## config.mk

```make
export PLATFORM = sky130hd
export DESIGN_NAME = aawf_core
export DESIGN_NICKNAME = d
export VERILOG_FILES = /design/src/rtl/aawf_pkg.sv /design/src/rtl/aawf_alu.sv /design/src/rtl/aawf_core.sv
export SDC_FILE = /design/constraint.sdc
export NUM_CORES = 1
export LEC_CHECK = 0
export BUFFER_PORTS_ARGS = -buffer_cell sky130_fd_sc_hd__buf_4
export CAP_MARGIN = 20
export CORE_ASPECT_RATIO = 1.2
export CORE_MARGIN = 2
export CORE_UTILIZATION = 32
export CTS_BUF_LIST = sky130_fd_sc_hd__clkbuf_4
export CTS_CLUSTER_DIAMETER = 40
export DETAILED_ROUTE_END_ITERATION = 16
export SLEW_MARGIN = 20
export SYNTH_ARGS = -nofsm -noshare
export SYNTH_HDL_FRONTEND = slang
export SYNTH_SLANG_ARGS = --single-unit
```

## constraint.sdc

```tcl
create_clock -name clk_sys -period 2.5 [get_ports clk_sys]
set_input_delay 0.5 -clock clk_sys [delete_from_list [all_inputs] [get_ports clk_sys]]
set_output_delay 0.5 -clock clk_sys [all_outputs]
set_load 0.01 [all_outputs]
```

## src/rtl/aawf_pkg.sv

```systemverilog
// package: encodings, phases, structs for the add/and datapath
package aawf_pkg;

  localparam int unsigned DATA_W  = 8;
  localparam int unsigned ADDR_W  = 7;
  localparam int unsigned INSTR_W = 14;

  // opcode field positions
  localparam int unsigned OPC_HI    = 13;
  localparam int unsigned OPC_LO    = 8;
  localparam int unsigned DEST_BIT  = 7;
  localparam int unsigned FADDR_HI  = 6;
  localparam int unsigned LIT_HI    = 7;

  // opcode encodings, bits 13:8
  localparam logic [5:0] ADD_LIT_OPC = 6'h3E;  // 11 111x, low bit ignored
  localparam logic [5:0] ADD_LIT_MSK = 6'h3E;
  localparam logic [5:0] AND_LIT_OPC = 6'h39;  // 11 1001
  localparam logic [5:0] ADD_FIL_OPC = 6'h07;  // 00 0111
  localparam logic [5:0] AND_FIL_OPC = 6'h05;  // 00 0101
  localparam logic [5:0] FULL_MSK    = 6'h3F;

  // destination select values
  localparam logic DEST_ACC  = 1'b0;
  localparam logic DEST_FILE = 1'b1;

  // nibble width for the digit carry
  localparam int unsigned NIB_W = 4;

  // reset values
  localparam logic [7:0] ACC_RST  = 8'h00;
  localparam logic       FLAG_RST = 1'b0;

  typedef enum logic [3:0] {
    PH_Q1 = 4'h1,
    PH_Q2 = 4'h2,
    PH_Q3 = 4'h4,
    PH_Q4 = 4'h8
  } aawf_phase_t;

  typedef enum logic [1:0] {
    OP_ADD_LIT = 2'h0,
    OP_AND_LIT = 2'h1,
    OP_ADD_FIL = 2'h2,
    OP_AND_FIL = 2'h3
  } aawf_op_t;

  typedef struct packed {
    logic       c;
    logic       dig_c;
    logic       z;
  } aawf_flags_t;

  // file register access towards the register file
  typedef struct packed {
    logic       rd_en;
    logic       wr_en;
    logic [6:0] addr;
    logic [7:0] wdata;
    logic       presc_clr;
  } aawf_file_req_t;

  typedef struct packed {
    logic [7:0] latch_data;
    logic [7:0] pin_data;
    logic       is_port;
    logic       is_timer0;
    logic       presc_on_timer0;
  } aawf_file_rsp_t;

endpackage : aawf_pkg

```

## src/rtl/aawf_alu.sv

```systemverilog
// combinational adder and AND unit with carry, digit carry and zero
`timescale 1ns/100ps
module aawf_alu #(
  parameter int unsigned WIDTH = 8
) (
  // operands
  input  wire logic [WIDTH-1:0] acc_val,
  input  wire logic [WIDTH-1:0] opnd,
  input  wire logic             do_and,
  // result
  output logic      [WIDTH-1:0] result,
  output aawf_pkg::aawf_flags_t flags
);

  logic [WIDTH:0]               sum;
  logic [aawf_pkg::NIB_W:0]     nib_sum;

  always_comb begin
    sum     = {1'b0, acc_val} + {1'b0, opnd};
    nib_sum = {1'b0, acc_val[aawf_pkg::NIB_W-1:0]}
            + {1'b0, opnd[aawf_pkg::NIB_W-1:0]};
    result  = do_and ? (acc_val & opnd) : sum[WIDTH-1:0];
    flags.c  = sum[WIDTH];                 // RULE_10
    flags.dig_c = nib_sum[aawf_pkg::NIB_W];   // RULE_10
    flags.z  = (result == '0);             // RULE_10
  end

endmodule : aawf_alu

```

## src/rtl/aawf_core.sv

```systemverilog
// four-phase execution of add/and with literal or file register
// Overview of operation
// RULE_01: literal add: accumulator += literal; all three flags updated.
// RULE_02: literal and: accumulator &= literal; only zero flag updated.
// RULE_03: file add: accumulator plus addressed file register; all flags.
// RULE_04: file and: accumulator and file register; only zero flag updated.
// RULE_05: file ops: destination bit 0 writes accumulator, 1 the register.
// RULE_06: file operations: decode Q1, read Q2, process Q3, write Q4.
// RULE_07: literal ops finish in one cycle, accumulator written in Q4.
// RULE_08: port register reads take the pin levels, not the latch.
// RULE_09: writing timer zero count clears prescaler when assigned to it.
// RULE_10: carry from bit 7, digit carry from bit 3, zero on zero result.
`timescale 1ns/100ps
module aawf_core #(
  parameter int unsigned WIDTH = 8
) (
  // clock and reset
  input  wire logic                     clk_sys,
  input  wire logic                     reset,
  // instruction
  input  wire logic [13:0]              instr,
  input  wire logic                     instr_valid,
  // file register port
  output aawf_pkg::aawf_file_req_t      file_req,
  input  wire aawf_pkg::aawf_file_rsp_t file_rsp,
  // architectural state
  output logic [WIDTH-1:0]              working_accumulator,
  output aawf_pkg::aawf_flags_t         status_flags,
  output aawf_pkg::aawf_phase_t         phase,
  output logic                          instr_done,
  output logic                          instr_known
);

  typedef struct packed {
    aawf_pkg::aawf_phase_t ph;
    logic                  act;
    aawf_pkg::aawf_op_t    op;
    logic                  dest;
    logic [6:0]            addr;
    logic [7:0]            opnd;
    logic [7:0]            res;
    aawf_pkg::aawf_flags_t rflg;
    logic [7:0]            acc;
    aawf_pkg::aawf_flags_t flg;
    aawf_pkg::aawf_file_req_t req;
    logic                  done;
  } aawf_state_t;

  aawf_state_t st_q;
  aawf_state_t st_d;

  logic [7:0]            alu_res;
  aawf_pkg::aawf_flags_t alu_flg;
  logic                  alu_and;
  logic                  dec_ok;
  aawf_pkg::aawf_op_t    dec_op;
  logic [5:0]            opc;

  // opcode decode, captured in Q1 and driving instr_known in every phase
  function automatic logic decode(input logic [5:0] o,
                                  output aawf_pkg::aawf_op_t op);
    op = aawf_pkg::OP_ADD_LIT;
    if ((o & aawf_pkg::ADD_LIT_MSK) == aawf_pkg::ADD_LIT_OPC) begin
      op = aawf_pkg::OP_ADD_LIT;
      return 1'b1;
    end
    if (o == aawf_pkg::AND_LIT_OPC) begin
      op = aawf_pkg::OP_AND_LIT;
      return 1'b1;
    end
    if (o == aawf_pkg::ADD_FIL_OPC) begin
      op = aawf_pkg::OP_ADD_FIL;
      return 1'b1;
    end
    if (o == aawf_pkg::AND_FIL_OPC) begin
      op = aawf_pkg::OP_AND_FIL;
      return 1'b1;
    end
    return 1'b0;
  endfunction : decode

  function automatic logic is_file(input aawf_pkg::aawf_op_t op);
    return op == aawf_pkg::OP_ADD_FIL || op == aawf_pkg::OP_AND_FIL;
  endfunction : is_file

  always_comb begin
    opc    = instr[aawf_pkg::OPC_HI:aawf_pkg::OPC_LO];
    dec_ok = decode(opc, dec_op);
  end

  assign alu_and = (st_q.op == aawf_pkg::OP_AND_LIT) ||
                   (st_q.op == aawf_pkg::OP_AND_FIL);

  aawf_alu #(
    .WIDTH (8)
  ) u_alu (
    .acc_val (st_q.acc),
    .opnd    (st_q.opnd),
    .do_and  (alu_and),
    .result  (alu_res),
    .flags   (alu_flg)
  );

  always_comb begin
    st_d          = st_q;
    st_d.req      = '0;
    st_d.done     = 1'b0;
    unique case (st_q.ph)
      aawf_pkg::PH_Q1: begin  // RULE_06
        st_d.ph  = aawf_pkg::PH_Q2;
        st_d.act = instr_valid && dec_ok;
        st_d.op  = dec_op;
        st_d.dest = instr[aawf_pkg::DEST_BIT];
        st_d.addr = instr[aawf_pkg::FADDR_HI:0];
        st_d.opnd = instr[aawf_pkg::LIT_HI:0];
        if (instr_valid && dec_ok && is_file(dec_op)) begin
          st_d.req.rd_en = 1'b1;
          st_d.req.addr  = instr[aawf_pkg::FADDR_HI:0];
        end
      end
      aawf_pkg::PH_Q2: begin
        st_d.ph = aawf_pkg::PH_Q3;
        // port reads take the pin level
        if (st_q.act && is_file(st_q.op)) begin
          st_d.opnd = file_rsp.is_port ? file_rsp.pin_data  // RULE_08
                                       : file_rsp.latch_data;
        end
      end
      aawf_pkg::PH_Q3: begin
        st_d.ph   = aawf_pkg::PH_Q4;
        st_d.res  = alu_res;   // RULE_01 RULE_02 RULE_03 RULE_04
        st_d.rflg = alu_flg;
      end
      aawf_pkg::PH_Q4: begin
        st_d.ph = aawf_pkg::PH_Q1;
        if (st_q.act) begin
          st_d.done = 1'b1;
          if (is_file(st_q.op) && st_q.dest == aawf_pkg::DEST_FILE) begin
            st_d.req.wr_en = 1'b1;  // RULE_05
            st_d.req.addr  = st_q.addr;
            st_d.req.wdata = st_q.res;
            st_d.req.presc_clr = file_rsp.is_timer0 &&
                                 file_rsp.presc_on_timer0;  // RULE_09
          end else begin
            st_d.acc = st_q.res;  // RULE_05 RULE_07
          end
          st_d.flg.z = st_q.rflg.z;  // RULE_02 RULE_04
          if (!alu_and) begin
            st_d.flg.c  = st_q.rflg.c;   // RULE_01 RULE_03
            st_d.flg.dig_c = st_q.rflg.dig_c;
          end
        end
      end
    endcase
  end

  always_ff @(posedge clk_sys) begin
    if (reset) begin
      st_q      <= '0;
      st_q.ph   <= aawf_pkg::PH_Q1;
      st_q.acc  <= aawf_pkg::ACC_RST;
      st_q.flg  <= '{aawf_pkg::FLAG_RST, aawf_pkg::FLAG_RST,
                     aawf_pkg::FLAG_RST};
    end else begin
      st_q <= st_d;
    end
  end

  assign working_accumulator = st_q.acc;
  assign status_flags        = st_q.flg;
  assign phase               = st_q.ph;
  assign file_req            = st_q.req;
  assign instr_done          = st_q.done;
  assign instr_known         = dec_ok;
endmodule : aawf_core

```

---- Word level (Yosys, flattened, before mapping) ----
Index checks and enable logic that the tools add are counted.
operators by class
  mux-type cells .......................... 34
  equality and inequality tests ........... 14
  bitwise gates (word level) .............. 6
  add/sub/neg operators ................... 2
  reductions and logical operators ........ 18
operators with widths
  cell                  count
  $mux W17              2
  $mux W8               3
  $mux W1               20
  $pmux W4 S4           1
  $pmux W8 S2           1
  $pmux W7 S2           1
  $eq A6 B3 Y1 const B  2
  $mux W2               5
  $add A8 B8 Y9         1
  $and A8 B8 Y8         1
  $eq A2 B2 Y1 const B  4
  $logic_not A8 Y1      1
  $mux W7               1
  $eq A6 B6 Y1 const B  1
  $reduce_and A3 Y1     2
  $add A4 B4 Y5         1
  $eq A5 B5 Y1 const B  1
  $logic_and A1 B1 Y1   5
  $not A1 Y1            5
  $eq A4 B1 Y1 const B  1
  $eq A4 B2 Y1 const B  1
  $eq A4 B3 Y1 const B  1
  $eq A4 B4 Y1 const B  1
  $reduce_and A2 Y1     2
  other kinds (7)       10
word-level totals
  word-level logic and storage cells ...... 94
  input port bits ......................... 36
  register bits after elaboration ......... 64

---- Depth between registers and ports, before layout ----
Gate-level depths: netlist (run 1).
  word-level depth ........................ 16
  gate-level depth with buffers ........... 7
  mapped depth without buffers ............ 7

---- By module ----
Synthesis (run 1) repeated with hierarchy kept, for this count alone.
second synthesis, totals
  cell total of the unflattened synthesis .. 380
  area total of the unflattened synthesis .. 3,315.7 um2
by module, submodules not included
  module     cells an instance  seq. area each (um2)  times used  area each (um2)
  aawf_core  306                1,281.2               1           2,760.1
  aawf_alu   74                 0.0                   1           555.5

---- Least setup slack after synthesis (run 1) ----
Ideal clock, no wire load.
  path kind ............................... register to register
  start point ............................. reg st_q (netlist bit working_accumulator[0])
  end point ............................... reg st_q[32] (netlist bit)
  library setup time ...................... 131 ps
  arrival time ............................ 1,938 ps
  stages on the path, launching flop included .. 8
  path slack .............................. 431 ps
  data required time ...................... 2,369 ps
  buffers on the path ..................... 0
  path through ............................ dfxtp_1 -> ha_1 -> fa_1 -> a211o_1 -> a21oi_1 -> o21bai_1 -> a2111oi_0 -> nor3_1
on the way
  longest elaborated chain between the ends .. 1
RTL lines
  what                      line              source
  start: declaration        aawf_core.sv:49   aawf_state_t st_q;
  start signal: assignment  aawf_core.sv:165  st_q <= st_d;
  $add A8 B8 Y9             aawf_alu.sv:19    sum = {1'b0, acc_val} + {1'b0, opnd};
No other way between the ends.
A chain may end at the register's enable or synchronous reset.

---- Worst setup path after layout (run 1) ----
Same ends and word-level chain as after synthesis.

==> metrics, run 1 <==
clock period minus worst slack=2.27 ns; sequential share of power=57.5%; leak pwr=1.54 nW; largest net degree at the start of global routing=44; TritonCTS clock tree=done; Post-synth EDFFs=0; post-synthesis register bit count=64; drt pass-1 iters=4; antenna violations before repair=0; setup total negative slack=0 ns; register area share after synthesis=40.1%; Max rail drop VDD=0.162 mV; post-synthesis cell count=358; unrepaired setup endpoints after global routing=false; CP max stage delay=0.44 ns; placed cell count=504; Die Area=10800 um^2; Yosys cell types=52; Die Ht=113 um; Util after Layout=38.2%; critical-path cell with the highest stage delay=fa_1; Clock Path Buffers=2; most common flop cell mapped by yosys=dfxtp_1; # port buffers=70; combined area of the multi-input logic cells=1540 um^2; DR iter-0 viols=142; final wirelength=7180 um; n_diodes=0; crit path launch type=register; Yosys Warn Count=0; fillers=958; critical path type=reg -> reg; P_sw=483 uW; DRC viols=0; final number of max-transition violations=0; Bufs and invs on worst path=0; first-pass GRT wire length=11500 um; Worst-Margin Slew=0.532 ns; Int Pwr=1.38 mW; Clock power frac=31.1%; min-delay worst type=in -> reg; initial core utilization=33.2%; Post-CTS Setup Inserts=0; Worst-path clk slew=0.10 ns; Pwr Density=506 nW/um^2; post-CTS sizing=0; endpoints failing hold=0; Clock Latency Late Sink=0.40 ns; post-synthesis net count=403; GRT overflow=0; CTS Hold Bufs=0; total track usage=13.8%; post-synthesis async set-or-reset flop share=0%; Die W=95.2 um; Final setup viols=0; CP arrival=2.53 ns; number of global-route vias before repair=2341; htree depth=3; CP endpoint kind=register; cells along the critical path=ha_1 > fa_1 > a211o_1 > a21oi_1 > o21bai_1 > a2111oi_0 > nor3_1; Post-DRT Antenna Nets=0; Register Area=1280 um^2; fin crit share=90.7%; Switching Share=26.0%; clk root buf=clkbuf_4; clk_skew=0.0131 ns; Max-cap violations=0; site row count=39; post-synthesis instance area=3190 um^2; Max FO, Critical Path=4; nets@finish=437; Req. time, crit path=2.77 ns; final cell count without fillers=520; status=completed; P&R area growth vs syn=15.0%; delay-heaviest family, CP=compound AO/OA/AOI/OAI gates; cts bufs inserted=9; combinational power share=11.4%; maximum operating frequency=441 MHz; gpl congestion=0.836; hold slack=0.322 ns; fraction of layout cells with a size suffix above 1=25.7%; drt wl/cell=13.8 um; worst relative slew slack=64.4%; Synth Area per Inst=8.92 um^2; core area=9610 um^2; total number of vias=2533; I/O pin cnt=71; Final HPWL DP=5530 um; vias per cell=4.87; clock sinks=64
power groups by stage:
stage	combinational, mW	clock, mW	sequential, mW
6_report	0.211	0.579	1.07
2_1_floorplan	0.149	0	1.08
5_1_grt	0.236	0.649	1.07
4_1_cts	0.213	0.600	1.07
3_3_place_gp	0.209	0	1.09
3_5_place_dp	0.212	0	1.09
routing by layer:
layer / GRT usage (%) / part of all wire, %
met2: 23.6 / 52
met5: 0 / 0
met3: 3.57 / 4.0
met1: 16.0 / 42
met4: 5.80 / 1.5
Yosys cell counts, types with 6 or more instances:
library cell	instances	area share, %
a211oi_1	10	2.4
a21oi_1	30	4.7
a22oi_1	8	1.9
and2_1	10	2.0
buf_4	35	8.2
clkbuf_1	10	1.2
dfxtp_1	64	40
ha_1	8	3.1
mux2i_1	19	6.0
nand2_1	30	3.5
nand3_1	6	0.94
nor2_1	49	5.8
nor3_1	7	1.1
o21ai_0	11	1.7
layout by cell type, fill, tap and decap left out, types with 2 or more instances in the layout:
cell / instances
mux2i_1: 19
or4b_1: 2
o21bai_1: 2
and2_1: 10
nor2b_1: 2
clkinv_2: 2
a211oi_2: 3
o31ai_1: 3
nor4b_4: 3
o211ai_1: 2
inv_1: 4
nand2_1: 30
o21a_1: 3
nor3_1: 7
a21oi_1: 30
a211oi_1: 10
nand2b_1: 2
a22oi_1: 8
clkbuf_4: 12
nand3_1: 6
nor2_1: 49
buf_4: 76
o21ai_0: 11
xnor2_1: 2
dfxtp_1: 64
ha_1: 8
a221oi_1: 2
final timing paths:
kind | from | endpoint | slack [ns] | cells after the start
setup / recovery | working_accumulator[0] | st_q[32] | 0.23 | 7
hold / removal | file_rsp[0] | file_req[0] | 0.32 | 2
setup reg to reg | working_accumulator[0] | st_q[32] | 0.23 | 7
hold reg to reg | st_q[53] | st_q[53] | 0.46 | 2
cells by family after synthesis:
kind of cell	after synthesis	share of synthesized area [%]
buf+inv	57	11.6
compound gates	82	17.4
xor+xnor	3	0.823
flops	64	40.1
mux	19	5.96
fa+ha+maj	9	3.76
simple gates	124	20.3
state kept, by name (all words and copies together) (netlist names):
| signal | cells |
|---|---|
| status_flags | 3 |
| instr_done | 1 |
| file_req | 18 |
| st_q | 30 |
| working_accumulator | 8 |
| phase | 4 |
per-stage QoR:
stage	worst slack [ns]	total power [mW]	cell area [um^2]
6_report	0.233	1.86	3670
5_1_grt	0.00132	1.96	3670
3_5_place_dp	0.268	1.30	3560
3_3_place_gp	0.314	1.30	3560
4_1_cts	0.236	1.88	3670
2_1_floorplan	0.431	1.22	3190
layout make-up:
type / count / share of cell area [%]
Multi-Input combinational cell: 237 / 41.9
Sequential cell: 64 / 34.9
Timing Repair Buffer: 76 / 15.5
Tap cell: 123 / 4.19
Clock buffer: 12 / 2.45
Clock inverter: 4 / 0.579
Inverter: 4 / 0.409
(Power assumes the default switching activity.)
==> inputs of run 2 (changes only) <==
- clock period: 2.5 -> 1.9 ns (I/O delays scaled with it)
==> run 2 against run 1 <==
The run now ends with negative setup slack left. Clock-buffer cell count is 1 lower. Clock power is 52% higher. Sequential share of layout area down 1.9 points. Power up 39%. Die area unchanged. Global-route usage is 0.60 points higher. Combinational power rose by 42%. Design area rose by 6.2%. Worst hold slack got worse by 0.13 ns. First-iteration DRC count fell by 20%. Critical path type unchanged. Critical endpoint unchanged. Largest power group unchanged.
==> metrics, run 2 (same netlist as run 1, synthesis figures left out) <==
Max-cap violations=0 (unchanged); number of global-route vias before repair=2437 (+4.1%); final number of max-transition violations=0 (unchanged); critical path type=reg -> reg; Req. time, crit path=2.19 ns (-0.58 ns); P_sw=648 uW (+34%); Switching Share=25.1% (-0.92 points); Final setup viols=2 (+2); most frequent cells in the layout=buf_4 (94), dfxtp_1 (60), nor2_1 (49); post-route cell area=3900 um^2 (+6.2%); Crit Reg-Reg Startpoint=working_accumulator[0]; Hold Path End=file_req[0]; placed cell count=521 (+3.4%); R2R depth=7 (unchanged); setup ws final=-0.0564 ns (-0.290 ns); Worst Hold Launch=file_rsp[0]; Die Area=10800 um^2 (unchanged); Int Pwr=1.94 mW (+41%); GRT overflow=0 (unchanged); I/O pin cnt=71 (unchanged); combinational power share=11.6% (+0.2 points); TritonCTS clock tree=done; Max rail drop VDD=0.259 mV (+60%); Pwr Density=663 nW/um^2 (+31%); CTS Hold Bufs=0 (unchanged); total track usage=14.4% (+0.60 points); htree depth=3 (unchanged); max reg flops=30 (unchanged); maximum operating frequency=511 MHz (+16%); Die Ht=113 um (unchanged); drt pass-1 iters=4 (unchanged); fillers=978 (+2.1%); CP endpoint kind=register; site row count=39 (unchanged); Die W=95.2 um (unchanged); nets@finish=455 (+4.1%); endpoints failing hold=0 (unchanged); drt wl/cell=13.9 um (+0.78%); Top reg by flops=st_q; clock sinks=64 (unchanged); Worst-path clk slew=0.11 ns (about the same); worst relative slew slack=65.7% (+1.3 points); first-pass GRT wire length=11800 um (+3.0%); P&R area growth vs syn=22.1%; commonest non-fill, non-tap cell in the layout=buf_4; core area=9610 um^2 (unchanged); min-delay worst type=in -> reg; final wirelength=7500 um (+4.5%); Clock Latency Late Sink=0.42 ns (+0.02 ns); Clock power frac=34.1% (+3.0 points); failing checks=negative setup slack; Max FO, Critical Path=3 (-1); clk_skew=0.0154 ns (+0.00227 ns); unrepaired setup endpoints after global routing=true; hold slack=0.196 ns (-0.126 ns); status=finished with violations; # port buffers=70 (unchanged); Critical R2R Capture=st_q[32]; Post-DRT Antenna Nets=0 (unchanged); worst reg2reg setup slack=-0.06 ns (-0.29 ns); Util after Layout=40.5% (+2.4 points); largest net degree at the start of global routing=31 (-30%); total number of vias=2638 (+4.1%); Min-Delay Path Depth=2 (unchanged); fin crit share=103% (+12 points); fraction of layout cells with a size suffix above 1=32.0% (+6.4 points); crit path launch type=register; CP arrival=2.25 ns (-0.28 ns); Clock Path Buffers=2 (unchanged); setup total negative slack=-0.0951 ns (-0.0951 ns); clock period minus worst slack=1.96 ns (-0.310 ns); Final HPWL DP=5760 um (+4.0%); sequential share of power=54.3% (-3.2 points); Placement Setup Slack=-0.102 ns (-0.369 ns); gpl congestion=0.897 (+7.3%); final cell count without fillers=539 (+3.7%); leak pwr=1.65 nW (+7.3%); initial core utilization=33.2% (unchanged); Pwr Total=2.59 mW (+39%); cts bufs inserted=9 (unchanged); DR iter-0 viols=113 (-20%); DRC viols=0 (unchanged); clk root buf=clkbuf_4; placed cell area=3700 um^2 (+3.8%); antenna violations before repair=1 (+1); vias per cell=4.89 (+0.47%); Worst-Margin Slew=0.514 ns (-0.0181 ns)
-- run 2: cell types whose count changed in the layout (fill, tap and decap cells not counted), sizes merged --
cell	before	now
buf	76	94
clkbuf	12	11
bufinv	0	1
clkinv	3	4
diode	0	1
clkinvlp	1	0
-- run 2: final cells by class --
cell class | count | area, um^2 | area share, %
well taps | 123 | 154 | 3.95
repair buffers | 94 | 706 | 18.1
multi-input cells | 237 | 1600 | 41.2
inverters | 4 | 15.0 | 0.385
diodes | 1 | 2.50 | 0.0642
flip-flops and latches | 64 | 1290 | 33.0
clock inverters | 5 | 47.5 | 1.22
clock buffers | 11 | 82.6 | 2.12
-- run 2: worst max-delay path, stage by stage, from the launching register on --
cell       delay (ns)
dfxtp_2          0.35
ha_4             0.16
fa_2             0.37
a211o_1          0.31
a21oi_2          0.16
o21bai_1         0.09
a2111oi_2        0.30
nor3_1           0.08
-- run 2: timing repair --
item / in CTS / in global routing
pin swaps: 0 / 2
resized for setup: 5 / 10
setup buffers: 0 / 1
endpoints found under the setup margin: 4 / 7
-- run 2: how the worst max path moves through the flow --
| stage | end | slack, ns | cells after the start | from |
|---|---|---|---|---|
| floorplan | st_q[30] | 0.01 | 7 | working_accumulator[0] |
| global placement | st_q[32] | -0.07 | 7 | working_accumulator[0] |
| detailed placement | st_q[30] | -0.10 | 7 | working_accumulator[0] |
| CTS | st_q[32] | -0.09 | 7 | working_accumulator[0] |
| global route | st_q[32] | -0.18 | 7 | working_accumulator[0] |
| finish | st_q[32] | -0.06 | 7 | working_accumulator[0] |
-- run 2: power groups by stage --
stage | clock (mW) | sequential (mW) | combinational, mW
2_1_floorplan | 0 | 1.42 | 0.196
3_3_place_gp | 0 | 1.43 | 0.291
3_5_place_dp | 0 | 1.43 | 0.294
4_1_cts | 0.914 | 1.40 | 0.296
5_1_grt | 0.969 | 1.41 | 0.335
6_report | 0.882 | 1.40 | 0.300
-- run 2: routing by layer --
layer / share of wire (%) / wire, um / global-route usage (%)
met1: 43 / 3260 / 17.1
met2: 51 / 3850 / 24.0
met3: 3.5 / 264 / 3.90
met4: 1.7 / 127 / 6.28
met5: 0 / 0 / 0
